===== config.mk =====
export PLATFORM = sky130hd
export DESIGN_NAME = usri_core
export DESIGN_NICKNAME = d
export VERILOG_FILES = /design/src/usri_pkg.sv /design/src/usri_core.sv
export SDC_FILE = /design/constraint.sdc
export NUM_CORES = 1
export LEC_CHECK = 0
export BUFFER_PORTS_ARGS = -buffer_cell sky130_fd_sc_hd__buf_2
export CORE_ASPECT_RATIO = 0.9
export CORE_MARGIN = 2
export CORE_UTILIZATION = 60
export DETAILED_ROUTE_END_ITERATION = 8
export HOLD_SLACK_MARGIN = 0.02
export PLACE_DENSITY_LB_ADDON = 0.2
export SYNTH_ARGS = -nofsm -noshare
export SYNTH_HDL_FRONTEND = slang
export SYNTH_SLANG_ARGS = --single-unit

===== constraint.sdc =====
create_clock -name i_clk -period 5.2 [get_ports i_clk]
set_input_delay 0.52 -clock i_clk [delete_from_list [all_inputs] [get_ports i_clk]]
set_output_delay 0.52 -clock i_clk [all_outputs]
set_load 0.01 [all_outputs]

===== src/usri_pkg.sv =====
// Package with register map, field positions and timing for the serial register layer
package usri_pkg;
  // Register offsets
  localparam logic [1:0] ADDR_DATA = 2'h0;
  localparam logic [1:0] ADDR_CTRL_A = 2'h1;
  localparam logic [1:0] ADDR_CTRL_B = 2'h2;
  localparam logic [1:0] ADDR_CTRL_C = 2'h3;
  // Control/status A fields
  localparam int A_RXC = 7;
  localparam int A_TXC = 6;
  localparam int A_DATA_REGISTER_EMPTY_FLAG = 5;
  localparam int A_FE = 4;
  localparam int A_DOR = 3;
  localparam int A_UPE = 2;
  localparam int A_DBL = 1;
  localparam int A_MPF = 0;
  // Control B fields
  localparam int B_RECEIVE_COMPLETE_IRQ_EN = 7;
  localparam int B_TRANSMIT_COMPLETE_IRQ_EN = 6;
  localparam int B_DATA_EMPTY_IRQ_EN = 5;
  localparam int B_RECEIVER_ENABLE = 4;
  localparam int B_TRANSMITTER_ENABLE = 3;
  localparam int B_CSZ2 = 2;
  localparam int B_RX8 = 1;
  localparam int B_TX8 = 0;
  // Control C fields
  localparam int C_SYNC = 6;
  localparam int C_PM1 = 5;
  localparam int C_PM0 = 4;
  localparam int C_SBS = 3;
  localparam int C_CSZ1 = 2;
  localparam int C_CSZ0 = 1;
  localparam int C_POL = 0;
  // Reset values
  localparam logic [7:0] RST_DATA = 8'h00;
  localparam logic [7:0] RST_CTRL_B = 8'h00;
  localparam logic [7:0] RST_CTRL_C = 8'h06;
  localparam logic [7:0] WMASK_CTRL_C = 8'h7F;
  // Oversampling divisors
  localparam logic [4:0] OVS_NORMAL = 5'h10;
  localparam logic [4:0] OVS_DOUBLE = 5'h08;
  // Character size code for nine bits
  localparam logic [2:0] CSZ_NINE = 3'h7;
  // Transmit states
  typedef enum logic [1:0] {
    USRI_TX_IDLE = 2'b00,
    USRI_TX_SHIFT = 2'b01
  } usri_tx_state_t;
endpackage : usri_pkg


===== src/usri_core.sv =====
// Serial transceiver register layer with simple shifters behind it
// What this block does
// - One data address: write to tx, read rx
// - Short characters: tx ignores, rx zeroes upper bits
// - Data write ignored while empty flag clear
// - Enabled transmitter loads shifter, sends on pin
// - Receive buffer is two-entry FIFO, advances on read
// - Receive-complete high while unread data exists
// - Transmit-complete sets when all sent; write-one clears
// - Data-empty flag set when buffer free, reset set
// - Framing error follows head character; write zero
// - Overrun when FIFO, shifter full, new start
// - Parity error flag for head when checked
// - Double speed divides by 8 instead of 16
// - Multiprocessor filter drops non-address frames
// - Interrupt needs enable, global enable and flag
// - Receiver owns pin; disable flushes buffer, errors
// - Transmitter disable waits until idle, releases pin
// - Size code split over control B and C
// - Biphase mode disables filter and size bits
// - Size codes 5,6,7,8 and 9 bits
// - Parity 00 off, 10 even, 11 odd
// - Stop select gives one or two stop bits
// - Frame-type bit one marks address frame
`timescale 1ns/10ps
module usri_core
  import usri_pkg::*;
(
  // Clock and reset
  input wire logic i_clk,
  input wire logic i_sys_rst,
  // Register port
  input wire logic [1:0] i_addr,
  input wire logic [7:0] i_wdata,
  input wire logic i_wr,
  input wire logic i_rd,
  output logic [7:0] o_rdata,
  // System controls
  input wire logic i_global_irq_en,
  input wire logic i_biphase_mode,
  input wire logic i_baud_tick,
  input wire logic i_txc_irq_ack,
  // Serial line
  input wire logic i_rxd,
  output logic o_txd,
  output logic o_txd_oe,
  output logic o_rxd_owned,
  // Interrupt requests
  output logic o_rxc_irq,
  output logic o_txc_irq,
  output logic o_data_register_empty_flag_irq
);
  logic [7:0] ctrl_b;
  logic [7:0] ctrl_c;
  logic dbl_speed;
  logic mp_filter;
  logic txc_flag;
  // Transmit side
  logic tx_buf_full;
  logic [8:0] tx_buf;
  logic [11:0] tx_shift;
  logic [3:0] tx_bits;
  logic [4:0] tx_div;
  logic tx_drive;
  usri_tx_state_t tx_state;
  // Receive FIFO, entries: {fe, pe, ninth, data}
  logic [10:0] rx_fifo [0:1];
  logic [1:0] rx_count;
  logic rx_rd_ptr;
  logic dor_flag;
  logic rx_hold_full;
  logic [10:0] rx_hold;
  // Receiver shifter
  logic rx_s1, rx_s2, rx_prev;
  logic rx_busy;
  logic [4:0] rx_div;
  logic [3:0] rx_bitn;
  logic [10:0] rx_sh;
  logic [4:0] ovs;
  logic [2:0] csz;
  logic [3:0] nbits;
  logic par_en;
  logic wr_data, rd_data, wr_a;
  logic tx_load, tx_done, rx_push, rx_start;
  logic [10:0] rx_word;

  // Character width from split size code; biphase forces eight bits
  function automatic logic [3:0] char_bits(input logic [2:0] code, input logic bi);
    if (bi) begin
      char_bits = 4'h8;
    end else begin
      case (code)
        3'h0: char_bits = 4'h5;
        3'h1: char_bits = 4'h6;
        3'h2: char_bits = 4'h7;
        CSZ_NINE: char_bits = 4'h9;
        default: char_bits = 4'h8;
      endcase
    end
  endfunction : char_bits

  // Keep only the low n data bits
  function automatic logic [8:0] mask_bits(input logic [8:0] d, input logic [3:0] n);
    mask_bits = d & ((9'h001 << n) - 9'h001);
  endfunction : mask_bits

  assign csz = {ctrl_b[B_CSZ2], ctrl_c[C_CSZ1], ctrl_c[C_CSZ0]};
  assign nbits = char_bits(csz, i_biphase_mode);
  assign par_en = ctrl_c[C_PM1];
  assign ovs = dbl_speed ? OVS_DOUBLE : OVS_NORMAL;
  assign wr_data = i_wr && (i_addr == ADDR_DATA);
  assign rd_data = i_rd && (i_addr == ADDR_DATA);
  assign wr_a = i_wr && (i_addr == ADDR_CTRL_A);
  assign tx_load = ctrl_b[B_TRANSMITTER_ENABLE] && tx_buf_full && (tx_state == USRI_TX_IDLE);
  assign tx_done = (tx_state == USRI_TX_SHIFT) && i_baud_tick && (tx_div == ovs - 5'h01)
    && (tx_bits == 4'h1);

  // Control registers B and C plus writable bits of A
  always_ff @(posedge i_clk) begin
    if (i_sys_rst) begin
      ctrl_b <= RST_CTRL_B;
      ctrl_c <= RST_CTRL_C;
      dbl_speed <= 1'b0;
      mp_filter <= 1'b0;
    end else begin
      if (i_wr && i_addr == ADDR_CTRL_B) begin
        ctrl_b <= {i_wdata[7:2], 1'b0, i_wdata[B_TX8]};
      end
      if (i_wr && i_addr == ADDR_CTRL_C) begin
        ctrl_c <= i_wdata & WMASK_CTRL_C;
      end
      if (wr_a) begin
        dbl_speed <= i_wdata[A_DBL];
        mp_filter <= i_wdata[A_MPF];
      end
    end
  end

  // Transmit buffer, accepted only while empty
  always_ff @(posedge i_clk) begin
    if (i_sys_rst) begin
      tx_buf_full <= 1'b0;
      tx_buf <= 9'h000;
    end else if (wr_data && !tx_buf_full) begin
      tx_buf_full <= 1'b1;
      tx_buf <= mask_bits({ctrl_b[B_TX8], i_wdata}, nbits);
    end else if (tx_load) begin
      tx_buf_full <= 1'b0;
    end
  end

  // Transmit shifter: start, data, parity, stops
  always_ff @(posedge i_clk) begin
    if (i_sys_rst) begin
      tx_state <= USRI_TX_IDLE;
      tx_shift <= 12'hFFF;
      tx_bits <= 4'h0;
      tx_div <= 5'h00;
    end else begin
      case (tx_state)
        USRI_TX_IDLE: begin
          if (tx_load) begin
            tx_state <= USRI_TX_SHIFT;
            tx_shift <= ({3'h7, tx_buf} | (12'hFFF << nbits)) << 1;
            if (par_en) begin
              tx_shift[nbits + 4'h1] <= ^tx_buf ^ ctrl_c[C_PM0];
            end
            tx_bits <= nbits + 4'h2 + {3'h0, par_en} + {3'h0, ctrl_c[C_SBS]};
            tx_div <= 5'h00;
          end
        end
        USRI_TX_SHIFT: begin
          if (i_baud_tick) begin
            if (tx_div == ovs - 5'h01) begin
              tx_div <= 5'h00;
              tx_shift <= {1'b1, tx_shift[11:1]};
              tx_bits <= tx_bits - 4'h1;
              if (tx_bits == 4'h1) begin
                tx_state <= USRI_TX_IDLE;
              end
            end else begin
              tx_div <= tx_div + 5'h01;
            end
          end
        end
        default: tx_state <= USRI_TX_IDLE;
      endcase
    end
  end

  // Transmit complete flag; set beats clear
  always_ff @(posedge i_clk) begin
    if (i_sys_rst) begin
      txc_flag <= 1'b0;
    end else if (tx_done && !tx_buf_full) begin
      txc_flag <= 1'b1;
    end else if ((wr_a && i_wdata[A_TXC]) || i_txc_irq_ack) begin
      txc_flag <= 1'b0;
    end
  end

  // Pin ownership; transmitter release waits for idle
  always_ff @(posedge i_clk) begin
    if (i_sys_rst) begin
      tx_drive <= 1'b0;
      o_txd <= 1'b1;
      o_rxd_owned <= 1'b0;
    end else begin
      if (ctrl_b[B_TRANSMITTER_ENABLE]) begin
        tx_drive <= 1'b1;
      end else if (tx_state == USRI_TX_IDLE && !tx_buf_full) begin
        tx_drive <= 1'b0;
      end
      o_txd <= (tx_state == USRI_TX_SHIFT) ? tx_shift[0] : 1'b1;
      o_rxd_owned <= ctrl_b[B_RECEIVER_ENABLE];
    end
  end
  assign o_txd_oe = tx_drive;

  // Receive pin synchroniser
  always_ff @(posedge i_clk) begin
    if (i_sys_rst) begin
      rx_s1 <= 1'b1;
      rx_s2 <= 1'b1;
      rx_prev <= 1'b1;
    end else begin
      rx_s1 <= i_rxd;
      rx_s2 <= rx_s1;
      rx_prev <= rx_s2;
    end
  end
  assign rx_start = ctrl_b[B_RECEIVER_ENABLE] && !rx_busy && rx_prev && !rx_s2;

  // Receive shifter, samples each bit in its first cycle, one bit time after the start edge; frame = data, parity, stop
  always_ff @(posedge i_clk) begin
    if (i_sys_rst || !ctrl_b[B_RECEIVER_ENABLE]) begin
      rx_busy <= 1'b0;
      rx_div <= 5'h00;
      rx_bitn <= 4'h0;
      rx_sh <= 11'h000;
    end else if (rx_start) begin
      rx_busy <= 1'b1;
      rx_div <= 5'h00;
      rx_bitn <= 4'h0;
    end else if (rx_busy && i_baud_tick) begin
      if (rx_div == ovs - 5'h01) begin
        rx_div <= 5'h00;
        rx_bitn <= rx_bitn + 4'h1;
        rx_sh <= {rx_s2, rx_sh[10:1]};
        if (rx_bitn == nbits + {3'h0, par_en}) begin
          rx_busy <= 1'b0;
        end
      end else begin
        rx_div <= rx_div + 5'h01;
      end
    end
  end

  // Completed frame: data, ninth bit, parity check, stop check
  always_comb begin
    logic [10:0] al;
    logic [8:0] d;
    logic stp, pb;
    al = {rx_s2, rx_sh[10:1]} >> (4'hA - nbits - {3'h0, par_en}); // Last bit joins this cycle
    d = mask_bits(al[8:0], nbits);
    pb = al[nbits];
    stp = al[nbits + {3'h0, par_en}];
    rx_word = {!stp, par_en && (pb != (^d ^ ctrl_c[C_PM0])), d};
  end
  assign rx_push = rx_busy && i_baud_tick && (rx_div == ovs - 5'h01)
    && (rx_bitn == nbits + {3'h0, par_en} + 4'h1 - 4'h1)
    && !(mp_filter && !i_biphase_mode
         && !((nbits == 4'h9) ? rx_word[8] : !rx_word[10]));

  // Two-entry FIFO plus hold stage; flushed on receiver disable
  always_ff @(posedge i_clk) begin
    if (i_sys_rst || !ctrl_b[B_RECEIVER_ENABLE]) begin
      rx_count <= 2'h0;
      rx_rd_ptr <= 1'b0;
      rx_hold_full <= 1'b0;
      rx_hold <= 11'h000;
      dor_flag <= 1'b0;
      rx_fifo[0] <= 11'h000;
      rx_fifo[1] <= 11'h000;
    end else begin
      logic pop;
      logic [1:0] cnt;
      pop = rd_data && (rx_count != 2'h0);
      cnt = rx_count - {1'b0, pop};
      if (pop) begin
        rx_rd_ptr <= ~rx_rd_ptr;
        dor_flag <= 1'b0;
      end
      if (rx_hold_full && cnt != 2'h2) begin
        rx_fifo[rx_rd_ptr ^ pop ^ cnt[0]] <= rx_hold;
        rx_hold_full <= 1'b0;
        cnt = cnt + 2'h1;
      end
      // A new word follows the held one into the FIFO while room is left
      if (rx_push && cnt != 2'h2) begin
        rx_fifo[rx_rd_ptr ^ pop ^ cnt[0]] <= rx_word;
        cnt = cnt + 2'h1;
      end else if (rx_push) begin
        rx_hold <= rx_word;
        rx_hold_full <= 1'b1;
      end
      if (rx_start && rx_hold_full && rx_count == 2'h2) begin
        dor_flag <= 1'b1;
      end
      rx_count <= cnt;
    end
  end

  // Read mux, registered one cycle after the strobe
  always_ff @(posedge i_clk) begin
    logic [10:0] head;
    head = rx_fifo[rx_rd_ptr];
    if (i_sys_rst) begin
      o_rdata <= RST_DATA;
    end else if (i_rd) begin
      case (i_addr)
        ADDR_DATA: o_rdata <= (rx_count != 2'h0) ? head[7:0] : RST_DATA;
        ADDR_CTRL_A: o_rdata <= {rx_count != 2'h0, txc_flag, !tx_buf_full,
          head[10] && rx_count != 2'h0, dor_flag, head[9] && rx_count != 2'h0,
          dbl_speed, mp_filter};
        ADDR_CTRL_B: o_rdata <= {ctrl_b[7:2], head[8], ctrl_b[B_TX8]};
        default: o_rdata <= ctrl_c;
      endcase
    end else begin
      o_rdata <= RST_DATA;
    end
  end

  // Interrupt requests gated by local and global enables
  always_ff @(posedge i_clk) begin
    if (i_sys_rst) begin
      o_rxc_irq <= 1'b0;
      o_txc_irq <= 1'b0;
      o_data_register_empty_flag_irq <= 1'b0;
    end else begin
      o_rxc_irq <= ctrl_b[B_RECEIVE_COMPLETE_IRQ_EN] && i_global_irq_en && (rx_count != 2'h0);
      o_txc_irq <= ctrl_b[B_TRANSMIT_COMPLETE_IRQ_EN] && i_global_irq_en && txc_flag;
      o_data_register_empty_flag_irq <= ctrl_b[B_DATA_EMPTY_IRQ_EN] && i_global_irq_en && !tx_buf_full;
    end
  end

  // Checks
  a_full_write_ignored: assert property (@(posedge i_clk) disable iff (i_sys_rst)
    (wr_data && tx_buf_full && !tx_load) |=> (tx_buf == $past(tx_buf)))
    else $error("write accepted while buffer full");
  a_data_register_empty_flag_after_reset: assert property (@(posedge i_clk)
    $fell(i_sys_rst) |-> !tx_buf_full)
    else $error("buffer not empty after reset");
  a_txc_sets: assert property (@(posedge i_clk) disable iff (i_sys_rst)
    (tx_done && !tx_buf_full) |=> txc_flag)
    else $error("transmit complete not set");
  a_rx_flush: assert property (@(posedge i_clk) disable iff (i_sys_rst)
    !ctrl_b[B_RECEIVER_ENABLE] |=> (rx_count == 2'h0 && !dor_flag))
    else $error("receive buffer not flushed");
  a_fifo_bound: assert property (@(posedge i_clk) disable iff (i_sys_rst)
    rx_count <= 2'h2)
    else $error("receive fifo overfilled");
  a_transmitter_enable_hold: assert property (@(posedge i_clk) disable iff (i_sys_rst)
    (tx_state == USRI_TX_SHIFT) |=> tx_drive)
    else $error("pin released mid frame");
  a_rxc_irq_gate: assert property (@(posedge i_clk) disable iff (i_sys_rst)
    o_rxc_irq |-> $past(ctrl_b[B_RECEIVE_COMPLETE_IRQ_EN] && i_global_irq_en && rx_count != 2'h0))
    else $error("receive interrupt without cause");
  a_load_shift: assert property (@(posedge i_clk) disable iff (i_sys_rst)
    tx_load |=> (tx_state == USRI_TX_SHIFT && !tx_buf_full))
    else $error("buffer not moved to shifter");
endmodule : usri_core


==> qor.yml, run 1 <==
required_ps: 5260
worst_skew_pair.late_latency_ps: 420
fp-row-count: 37
cts_root_buffer: "sky130_fd_sc_hd__clkbuf_16"
detail_route.vias_per_cell: 5.99
synthTopCellsByArea: "sky130_fd_sc_hd__dfxtp_1 29%, sky130_fd_sc_hd__mux2i_1 9.9%, sky130_fd_sc_hd__edfxtp_1 9.4%"
synth-seq-cells: 125
final_core_utilization_pct: 69.6
cts.sink_count: 125
vdd_drop_max_mv: 0.251
worst_setup_hold_path_clk_slew_ps: 50
critical_path.startpoint_type: "flip-flop"
dpl.hpwl_um: 12900
power_leakage_nw: 2.99
tritoncts: "yes"
synth_common_cells: "103 x sky130_fd_sc_hd__dfxtp_1, 101 x sky130_fd_sc_hd__nand2_1, 70 x sky130_fd_sc_hd__mux2i_1"
via_count: 5884
reg2reg_from: "ctrl_b[2]"
max_cap_violations: 0
timing.hold.worst_endpoint: "rx_s1"
critical_path.reg2reg.endpoint: "rx_fifo[1][5]"
cts_inserted_buffers: 17
floorplan.initialDensity_pct: 61.7
wl_per_cell_um: 18.3
r2r_slack_ps: 450
antenna_cells_inserted: 0
timing.setup.tns_ps: 0
post-route-drc-count: 0
die-area_mm2: 0.0126
port_buffers: 32
placed_cells: 951
drt_iter0_markers: 607
num-nets-final: 854
areaGrowthSynthToFinish_pct: 12.8
worst_hold_startpoint: "i_rxd"
final_min_period_over_clock_period_pct: 91.4
stdcell_count: 983
fill_cells: 903
grt_overflow: 0
cts_setup_buffers: 0
x_dimension_of_the_die_um: 118
fmax_mhz: 210
post-synth-top-area-cell: "sky130_fd_sc_hd__dfxtp_1"
global_route_wire_length_before_repair_um: 29500
summed_instance_area_of_the_synthesized_netlist_mm2: 0.00705
worstSetupEndpointType: "flip-flop"
ys_types: 66
synthesis.yosys.warnings: 0
most_numerous_cell_in_the_yosys_netlist: "sky130_fd_sc_hd__dfxtp_1"
setup_viol_count_final: 0
final.min_clock_period_ps: 4750
grt_start_max_net_pins: 59
detailedRoute.firstPassIterationCount: 5
reg2regPathDepth: 14
syn_avg_cell_area_um2: 8.88
gpl.final_weighted_congestion: 0.914
crit_fanout: 12
power_per_cell_area_mw_per_mm2: 318
holdCritPathClass: "in2reg"
grt_antenna_before_repair: 0
grt_pass1_vias: 5647
synth_seq_area_share_pct: 38.6
antenna_violating_nets_post_route: 0
worst_slew_margin_rel_pct: 29.0
fraction_of_synthesis_flops_using_an_asynchronous_set_or_reset_pin_pct: 0
htree_num_levels: 4
final-max-slew-violation-count: 0
design.portCount: 33
synthesis.instances: 794
fraction_of_final_layout_cells_sized_beyond_drive_strength_1_pct: 14.1
post_synth_top_area_share_pct: 29.2
crit_arrival_ps: 4810
worst-slew-pin-transition_ps: 1050
holdBufCountCts: 0
core_mm2: 0.0114
synth_enable_flop_cells: 22
ctsResizeCount: 0
critPathKind: "reg2reg"
global_route.usage.total_pct: 29.8
worstHoldPathCells: 2
hold_viol_final: 0
finalClockSkew_ps: 7.96
run_status: "completed"
clockBufferDepth: 2
routed_wirelength_um: 18000
chip_height_um: 107
postSynth.topFlopCell: "sky130_fd_sc_hd__dfxtp_1"
rsz0062_at_grt: "false"
layout make-up:
class | count | area [µm²] | share of cell area [%]
clock inverter | 9 | 91.3 | 1.15
sequential | 125 | 2720 | 34.2
clock buffer | 23 | 532 | 6.68
multi-input combinational | 592 | 4010 | 50.4
tap | 156 | 195 | 2.45
inverter | 27 | 101 | 1.27
timing repair buffer | 51 | 303 | 3.80
report_power, final:
group / internal, W / total (W) / switching, W / leakage, nW
clock network: 0.000773 / 0.00122 / 0.000451 / 0.306
logic: 0.000125 / 0.000301 / 0.000175 / 1.59
registers: 0.000996 / 0.00101 / 0.0000133 / 1.10
layer usage:
| metal | track usage (%) | vias up | part of all wire [%] |
|---|---|---|---|
| met3 | 5.32 | 35 | 6.7 |
| met5 | 0 | - | 0 |
| met4 | 10.6 | 0 | 1.9 |
| met2 | 48.1 | 219 | 47 |
| li1 | - | 2828 | - |
| met1 | 40.4 | 2802 | 44 |
through the flow:
step                      setup WS (ps)  hold slack, ps  area (µm²)  power [W]
after global routing               34.7             282        7960    0.00261
after global placement              609             392        7340    0.00132
final                               446             294        7960    0.00253
after detailed placement            486             403        7340    0.00132
after CTS                           478             284        7960    0.00254
after floorplan                     642             389        7060    0.00125
critical path: stages, from the launching register on:
cell                      delay, ps
sky130_fd_sc_hd__dfxtp_1        600
sky130_fd_sc_hd__nand3_1        300
sky130_fd_sc_hd__a21o_1         280
sky130_fd_sc_hd__ha_1           200
sky130_fd_sc_hd__ha_1           200
sky130_fd_sc_hd__fa_1           460
sky130_fd_sc_hd__inv_1          280
sky130_fd_sc_hd__mux4_2         370
sky130_fd_sc_hd__o31ai_1        220
sky130_fd_sc_hd__a21oi_1         80
sky130_fd_sc_hd__o31ai_2        290
sky130_fd_sc_hd__a31oi_1        140
sky130_fd_sc_hd__or3_1          380
sky130_fd_sc_hd__nor3_2         150
sky130_fd_sc_hd__or3_1          460
logic make-up (layout without fill, tap and decap cells):
logic type	count (synthesis)	in the layout	share of synthesized area, %
and+or+nand+nor	308	308	21.5
AOI/OAI and AO/OA	128	128	11.7
DFF	125	125	38.6
muxes	86	86	13.3
buffers and inverters	78	110	4.63
xor gates and xnor gates	47	47	6.23
adders and majority gates	21	21	3.94
other	1	2	0.0532
how the worst max path moves through the flow:
stage                    from       endpoint  slack, ps  cells after the start
6_report            ctrl_b[2]  rx_fifo[1][5]        450                     14
2_1_floorplan       ctrl_c[1]  rx_fifo[0][0]        640                     18
3_3_place_gp        ctrl_b[2]  rx_fifo[1][5]        610                     13
5_1_grt             ctrl_b[2]  rx_fifo[1][9]         30                     14
4_1_cts             ctrl_b[2]  rx_fifo[1][5]        480                     13
3_5_place_dp   i_biphase_mode  rx_fifo[1][5]        490                     13
cell usage in the layout, fill, tap and decap left out, types with 12 or more instances in the layout:
cell / n
sky130_fd_sc_hd__dfxtp_1: 103
sky130_fd_sc_hd__nand2_1: 101
sky130_fd_sc_hd__mux2i_1: 70
sky130_fd_sc_hd__nor2_1: 63
sky130_fd_sc_hd__a21oi_1: 49
sky130_fd_sc_hd__buf_2: 32
sky130_fd_sc_hd__nand3_1: 30
sky130_fd_sc_hd__inv_1: 27
sky130_fd_sc_hd__xnor2_1: 27
sky130_fd_sc_hd__nand2b_1: 23
sky130_fd_sc_hd__edfxtp_1: 22
sky130_fd_sc_hd__nor3_1: 20
sky130_fd_sc_hd__o21ai_0: 20
sky130_fd_sc_hd__clkbuf_16: 20
sky130_fd_sc_hd__ha_1: 19
sky130_fd_sc_hd__buf_4: 19
sky130_fd_sc_hd__xor2_1: 18
sky130_fd_sc_hd__a211oi_1: 15
sky130_fd_sc_hd__or2_2: 12
state kept, by name, summed over array words and instances, names as in the netlist, 2 cells and up, named ones only:
name and cells:
ctrl_b 7, rx_hold 11, o_rdata 8, rx_div 5, tx_div 5, tx_bits 4, rx_fifo 22, ctrl_c 7
tx_buf 9, rx_count 2, rx_sh 10, rx_bitn 4, tx_shift 12
Note: power is estimated with default switching activity, not from simulation.
==> run 2: changes to the inputs <==
Settings changed: CELL_PAD_IN_SITES_DETAIL_PLACEMENT set to 0, CELL_PAD_IN_SITES_GLOBAL_PLACEMENT set to 1, CORE_UTILIZATION 60 to 48.
==> qor.yml, run 2 (synthesized netlist as in run 1, its figures left out) <==
layout_setup_ws_ps: 504  # +57.8 ps
htree_num_levels: 4  # unchanged
vdd_drop_max_mv: 0.300  # +19%
worstSetupEndpointType: "flip-flop"
timing.setup.tns_ps: 0  # unchanged
ctsResizeCount: 0  # unchanged
max_flop_register: "rx_fifo"
required_ps: 5270  # about the same
fraction_of_final_layout_cells_sized_beyond_drive_strength_1_pct: 14.7  # +0.55 points
dpl.hpwl_um: 13300  # +3.5%
final_min_period_over_clock_period_pct: 90.3  # -1.1 points
critPathKind: "reg2reg"
multi_input_area_mm2: 0.00402  # +0.19%
drt_iter0_markers: 455  # -25%
path_delay_family: "simple AND/OR/NAND/NOR gates"
worst_slew_margin_rel_pct: 13.8  # -15 points
setup_viol_count_final: 0  # unchanged
fmax_mhz: 213  # +1.2%
largest_register_ffs: 22  # unchanged
grt_start_max_net_pins: 59  # unchanged
core_mm2: 0.0146  # +27%
total_power_w: 0.00248  # -2.1%
cts.sink_count: 125  # unchanged
cts_root_buffer: "sky130_fd_sc_hd__clkbuf_16"
routed_wirelength_um: 18200  # +1.0%
largest_registers: "rx_fifo x22, tx_shift x12, rx_hold x11"
run_status: "completed"
grt_antenna_before_repair: 0  # unchanged
wl_per_cell_um: 17.7  # -3.4%
global_route_wire_length_before_repair_um: 29300  # -0.44%
stdcell_count: 1028  # +4.6%
detail_route.vias_per_cell: 5.65  # -5.5%
chip_height_um: 119  # +11%
holdBufCountCts: 0  # unchanged
regArea_mm2: 0.00272  # unchanged
finalClockSkew_ps: 9.15  # +1.18 ps
design.portCount: 33  # unchanged
holdWs_ps: 278  # -16.4 ps
worst-path-buf-inv: 1  # unchanged
placed_cells: 996  # +4.7%
final-max-slew-violation-count: 0  # unchanged
num-nets-final: 857  # +0.35%
worst_skew_pair.late_latency_ps: 420  # about the same
tritoncts: "yes"
largest_stage_delay_on_the_critical_path_ps: 570  # -30 ps
crit_arrival_ps: 4770  # -40 ps
global_route.usage.total_pct: 24.0  # -5.9 points
max_cap_violations: 0  # unchanged
timing.critical_path.slowest_stage_cell: "sky130_fd_sc_hd__xnor2_2"
critical_path.cell_chain: "buf_4 > or2_2 > a21o_1 > ha_1 > ha_1 > fa_1 > xnor2_2 > nor4_1 > o311ai_1 > a2bb2oi_2 > a31oi_1 > or3_1 > nor3_2 > or3_1"
detailedRoute.firstPassIterationCount: 5  # unchanged
rsz0062_at_grt: "false"
areaGrowthSynthToFinish_pct: 13.5
gpl.final_weighted_congestion: 0.854  # -6.6%
cts_inserted_buffers: 17  # unchanged
grt_overflow: 0  # unchanged
floorplan.initialDensity_pct: 48.5  # -13 points
antenna_cells_inserted: 0  # unchanged
worst-slew-pin-transition_ps: 1270  # +223 ps
x_dimension_of_the_die_um: 132  # +11%
fill_cells: 1337  # +48%
final.min_clock_period_ps: 4700  # -57.8 ps
hold_viol_final: 0  # unchanged
port_buffers: 32  # unchanged
holdCritPathClass: "in2reg"
power_per_cell_area_mw_per_mm2: 310  # -2.7%
grt_pass1_vias: 5526  # -2.1%
fp-row-count: 42  # +14%
post-route-drc-count: 0  # unchanged
die-area_mm2: 0.0157  # +24%
cts_setup_buffers: 0  # unchanged
worst_setup_hold_path_clk_slew_ps: 60  # about the same
power_leakage_nw: 3.00  # +0.35%
antenna_violating_nets_post_route: 0  # unchanged
clockBufferDepth: 2  # unchanged
critical_path.startpoint_type: "flip-flop"
final_common_cell: "sky130_fd_sc_hd__dfxtp_1"
crit_fanout: 12  # unchanged
layout_common_cells: "103 x sky130_fd_sc_hd__dfxtp_1, 101 x sky130_fd_sc_hd__nand2_1, 70 x sky130_fd_sc_hd__mux2i_1, 63 x sky130_fd_sc_hd__nor2_1, 49 x sky130_fd_sc_hd__a21oi_1"
placement.setup.worst_slack_ps: 224  # -262 ps
via_count: 5812  # -1.2%
-- run 2: area by class of cell --
| class | instances | area share (%) |
|---|---|---|
| repair buffers | 54 | 4.06 |
| inverters | 27 | 1.27 |
| multi-input cells | 592 | 50.2 |
| well taps | 198 | 3.09 |
| clock inverters | 13 | 1.56 |
| flip-flops and latches | 125 | 34.0 |
| clock buffers | 19 | 5.80 |
-- run 2: worst paths after layout --
path | start | to | slack (ps) | depth (start not counted)
hold reg to reg | rx_s1 | rx_s2 | 410 | 1
setup reg to reg | ctrl_b[2] | rx_fifo[1][2] | 500 | 14
setup / recovery | ctrl_b[2] | rx_fifo[1][2] | 500 | 14
hold / removal | i_rxd | rx_s1 | 280 | 2
-- run 2: through the flow --
stage / utilization [%] / area [µm²]
3_5_place_dp: 50.9 / 7410
5_1_grt: 55.0 / 8010
3_3_place_gp: 50.9 / 7410
4_1_cts: 55.0 / 8000
2_1_floorplan: - / 7060
6_report: 55.0 / 8010
-- run 2: power breakdown --
| group | internal [W] | switching, W | total [W] |
|---|---|---|---|
| clock | 0.000707 | 0.000468 | 0.00118 |
| sequential | 0.000995 | 0.0000112 | 0.00101 |
| combinational | 0.000124 | 0.000175 | 0.000299 |
| total | 0.00183 | 0.000654 | 0.00248 |
-- run 2: worst register-to-register path, stage by stage (launching register included) --
cell and delay (ps):
sky130_fd_sc_hd__dfxtp_1 340, sky130_fd_sc_hd__buf_4 180, sky130_fd_sc_hd__or2_2 310, sky130_fd_sc_hd__a21o_1 220, sky130_fd_sc_hd__ha_1 200, sky130_fd_sc_hd__ha_1 210
sky130_fd_sc_hd__fa_1 490, sky130_fd_sc_hd__xnor2_2 570, sky130_fd_sc_hd__nor4_1 210, sky130_fd_sc_hd__o311ai_1 360, sky130_fd_sc_hd__a2bb2oi_2 210, sky130_fd_sc_hd__a31oi_1 120
sky130_fd_sc_hd__or3_1 380, sky130_fd_sc_hd__nor3_2 140, sky130_fd_sc_hd__or3_1 420
-- run 2: layer usage --
metal | track usage (%) | up-vias | part of all wire [%]
met4 | 8.90 | 0 | 1.6
met5 | 0 | - | 0
met2 | 38.2 | 181 | 46
met1 | 32.5 | 2772 | 47
li1 | - | 2839 | -
met3 | 4.47 | 20 | 4.8
==> run 3: changes to the inputs <==
Clock period 5.2 ns to 4.85 ns, I/O delays scaled along.
==> qor.yml, run 3 (synthesized netlist as in run 1, its figures left out) <==
fmax_mhz: 229  # +7.4%
dpl.hpwl_um: 13700  # +2.5%
final.min_clock_period_ps: 4370  # -322 ps
gpl.final_weighted_congestion: 0.874  # +2.4%
grt_start_max_net_pins: 59  # unchanged
routed_wirelength_um: 18500  # +1.4%
layout_setup_ws_ps: 476  # -28.0 ps
timing.setup.tns_ps: 0  # unchanged
port_buffers: 32  # unchanged
detailedRoute.firstPassIterationCount: 5  # unchanged
areaGrowthSynthToFinish_pct: 14.3
holdCritPathClass: "in2reg"
worstSetupEndpointType: "flip-flop"
critical_path.cell_chain: "or2_2 > a21o_1 > ha_1 > ha_1 > fa_1 > buf_4 > nor4bb_1 > a21oi_1 > nor3_1 > a211oi_1 > o31ai_2 > a31oi_1 > or3_1 > nor3_2 > or3_1"
fill_cells: 1344  # +0.52%
critPathKind: "reg2reg"
fraction_of_final_layout_cells_sized_beyond_drive_strength_1_pct: 15.2  # +0.46 points
final-max-slew-violation-count: 0  # unchanged
p_sw_w: 0.000682  # +4.2%
crit_arrival_ps: 4440  # -330 ps
antenna_violating_nets_post_route: 0  # unchanged
required_ps: 4910  # -360 ps
max_cap_violations: 0  # unchanged
power_leakage_nw: 3.03  # +0.74%
vdd_drop_max_mv: 0.268  # -11%
hold_viol_final: 0  # unchanged
worst_skew_pair.late_latency_ps: 420  # about the same
ctsResizeCount: 0  # unchanged
grt_pass1_vias: 5632  # +1.9%
run_status: "completed"
stdcell_count: 1036  # +0.78%
global_route.usage.total_pct: 24.5  # +0.52 points
switching_share_pct: 25.5  # -0.86 points
critical_path.reg2reg.endpoint: "rx_fifo[1][1]"
largest_stage_delay_on_the_critical_path_ps: 600  # +30 ps
internal_power_w: 0.00199  # +9.0%
final_min_period_over_clock_period_pct: 90.2  # -0.12 points
largest_registers: "rx_fifo x22, tx_shift x12, rx_hold x11"
cts.sink_count: 125  # unchanged
worstSetupStartpoint: "ctrl_c[1]"
grt_overflow: 0  # unchanged
grt_antenna_before_repair: 0  # unchanged
antenna_cells_inserted: 0  # unchanged
layout_common_cells: "103 x sky130_fd_sc_hd__dfxtp_1, 101 x sky130_fd_sc_hd__nand2_1, 70 x sky130_fd_sc_hd__mux2i_1, 63 x sky130_fd_sc_hd__nor2_1, 49 x sky130_fd_sc_hd__a21oi_1"
power_frac_clock_pct: 47.3  # about the same
regArea_mm2: 0.00272  # unchanged
cts_root_buffer: "sky130_fd_sc_hd__clkbuf_16"
worst_setup_hold_path_clk_slew_ps: 60  # about the same
critical_path.startpoint_type: "flip-flop"
placed_cells: 1004  # +0.80%
global_route_wire_length_before_repair_um: 29700  # +1.3%
x_dimension_of_the_die_um: 132  # unchanged
holdWs_ps: 250  # -27.9 ps
reg2reg_from: "ctrl_c[1]"
finalClockSkew_ps: 6.26  # -2.89 ps
multi_input_area_mm2: 0.00401  # -0.19%
reg2regPathDepth: 15  # +1
wl_per_cell_um: 17.8  # +0.59%
worst-slew-pin-transition_ps: 1160  # -115 ps
worst_slew_margin_rel_pct: 21.6  # +7.8 points
detail_route.vias_per_cell: 5.54  # -2.0%
rsz0062_at_grt: "false"
timing.critical_path.to: "rx_fifo[1][1]"
via_count: 5740  # -1.2%
power_per_cell_area_mw_per_mm2: 331  # +7.0%
pwr-share-comb_pct: 12.3  # +0.3 points
r2r_slack_ps: 480  # -30 ps
chip_height_um: 119  # unchanged
floorplan.initialDensity_pct: 48.5  # unchanged
cts_setup_buffers: 0  # unchanged
clockBufferDepth: 2  # unchanged
post-route-drc-count: 0  # unchanged
max_flop_register: "rx_fifo"
core_mm2: 0.0146  # unchanged
cts_inserted_buffers: 17  # unchanged
die-area_mm2: 0.0157  # unchanged
setup_viol_count_final: 0  # unchanged
num-nets-final: 865  # +0.93%
holdBufCountCts: 0  # unchanged
design.portCount: 33  # unchanged
final_common_cell: "sky130_fd_sc_hd__dfxtp_1"
tritoncts: "yes"
placement.setup.worst_slack_ps: 413  # +190 ps
fp-row-count: 42  # unchanged
timing.critical_path.slowest_stage_cell: "sky130_fd_sc_hd__fa_1"
htree_num_levels: 4  # unchanged
p_seq_share_pct: 40.4  # -0.2 points
largest_register_ffs: 22  # unchanged
drt_iter0_markers: 482  # +5.9%
crit_fanout: 11  # -1
run 3: changes by cell type in the layout (fill, tap and decap cells not counted), moves of 2 or more:
cell	delta
sky130_fd_sc_hd__inv_8	-2
sky130_fd_sc_hd__clkinvlp_4	+2
sky130_fd_sc_hd__buf_4	+8
sky130_fd_sc_hd__clkinv_4	-2
sky130_fd_sc_hd__clkbuf_1	+2
run 3: through the flow:
| stage | cell area [µm²] | util [%] | total power (W) |
|---|---|---|---|
| 6_report | 8070 | 55.4 | 0.00267 |
| 5_1_grt | 8070 | 55.4 | 0.00278 |
| 4_1_cts | 8070 | 55.4 | 0.00269 |
| 3_5_place_dp | 7470 | 51.3 | 0.00143 |
| 3_3_place_gp | 7470 | 51.3 | 0.00143 |
| 2_1_floorplan | 7060 | - | 0.00134 |
run 3: worst max-delay path, delay by kind of cell, from the launching register on:
| kind | cells | cell delay, ps |
|---|---|---|
| fa+ha+maj | 3 | 980 |
| buf+inv | 1 | 210 |
| compound gates | 5 | 770 |
| simple gates | 6 | 1690 |
| flops | 1 | 350 |
run 3: cell type report:
type	count	area share [%]
Clock inverter	10	1.21
Tap cell	198	3.07
Clock buffer	22	6.16
Sequential cell	125	33.8
Inverter	27	1.26
Timing Repair Buffer	62	4.78
Multi-Input combinational cell	592	49.8
run 3: worst min path at each step:
stage | start | endpoint | slack, ps | cells past startpoint
global route | i_rxd | rx_s1 | 240 | 2
floorplan | rx_s1 | rx_s2 | 390 | 1
finish | i_rxd | rx_s1 | 250 | 2
CTS | i_rxd | rx_s1 | 230 | 2
global placement | rx_s1 | rx_s2 | 390 | 1
detailed placement | rx_s1 | rx_s2 | 400 | 1
run 3: power by group through the flow:
stage | Sequential (W) | Clock [W] | Combinational (W)
finish | 0.00108 | 0.00126 | 0.000330
global route | 0.00108 | 0.00133 | 0.000363
CTS | 0.00108 | 0.00129 | 0.000328
detailed placement | 0.00110 | 0 | 0.000325
global placement | 0.00110 | 0 | 0.000327
floorplan | 0.00110 | 0 | 0.000239
run 3: layer usage:
metal | vias to the layer above | routed length, µm | GRT usage [%]
met5 | - | 0 | 0
met4 | 0 | 383 | 9.51
met3 | 27 | 741 | 5.15
met2 | 121 | 8640 | 39.0
met1 | 2737 | 8700 | 32.7
li1 | 2855 | - | -
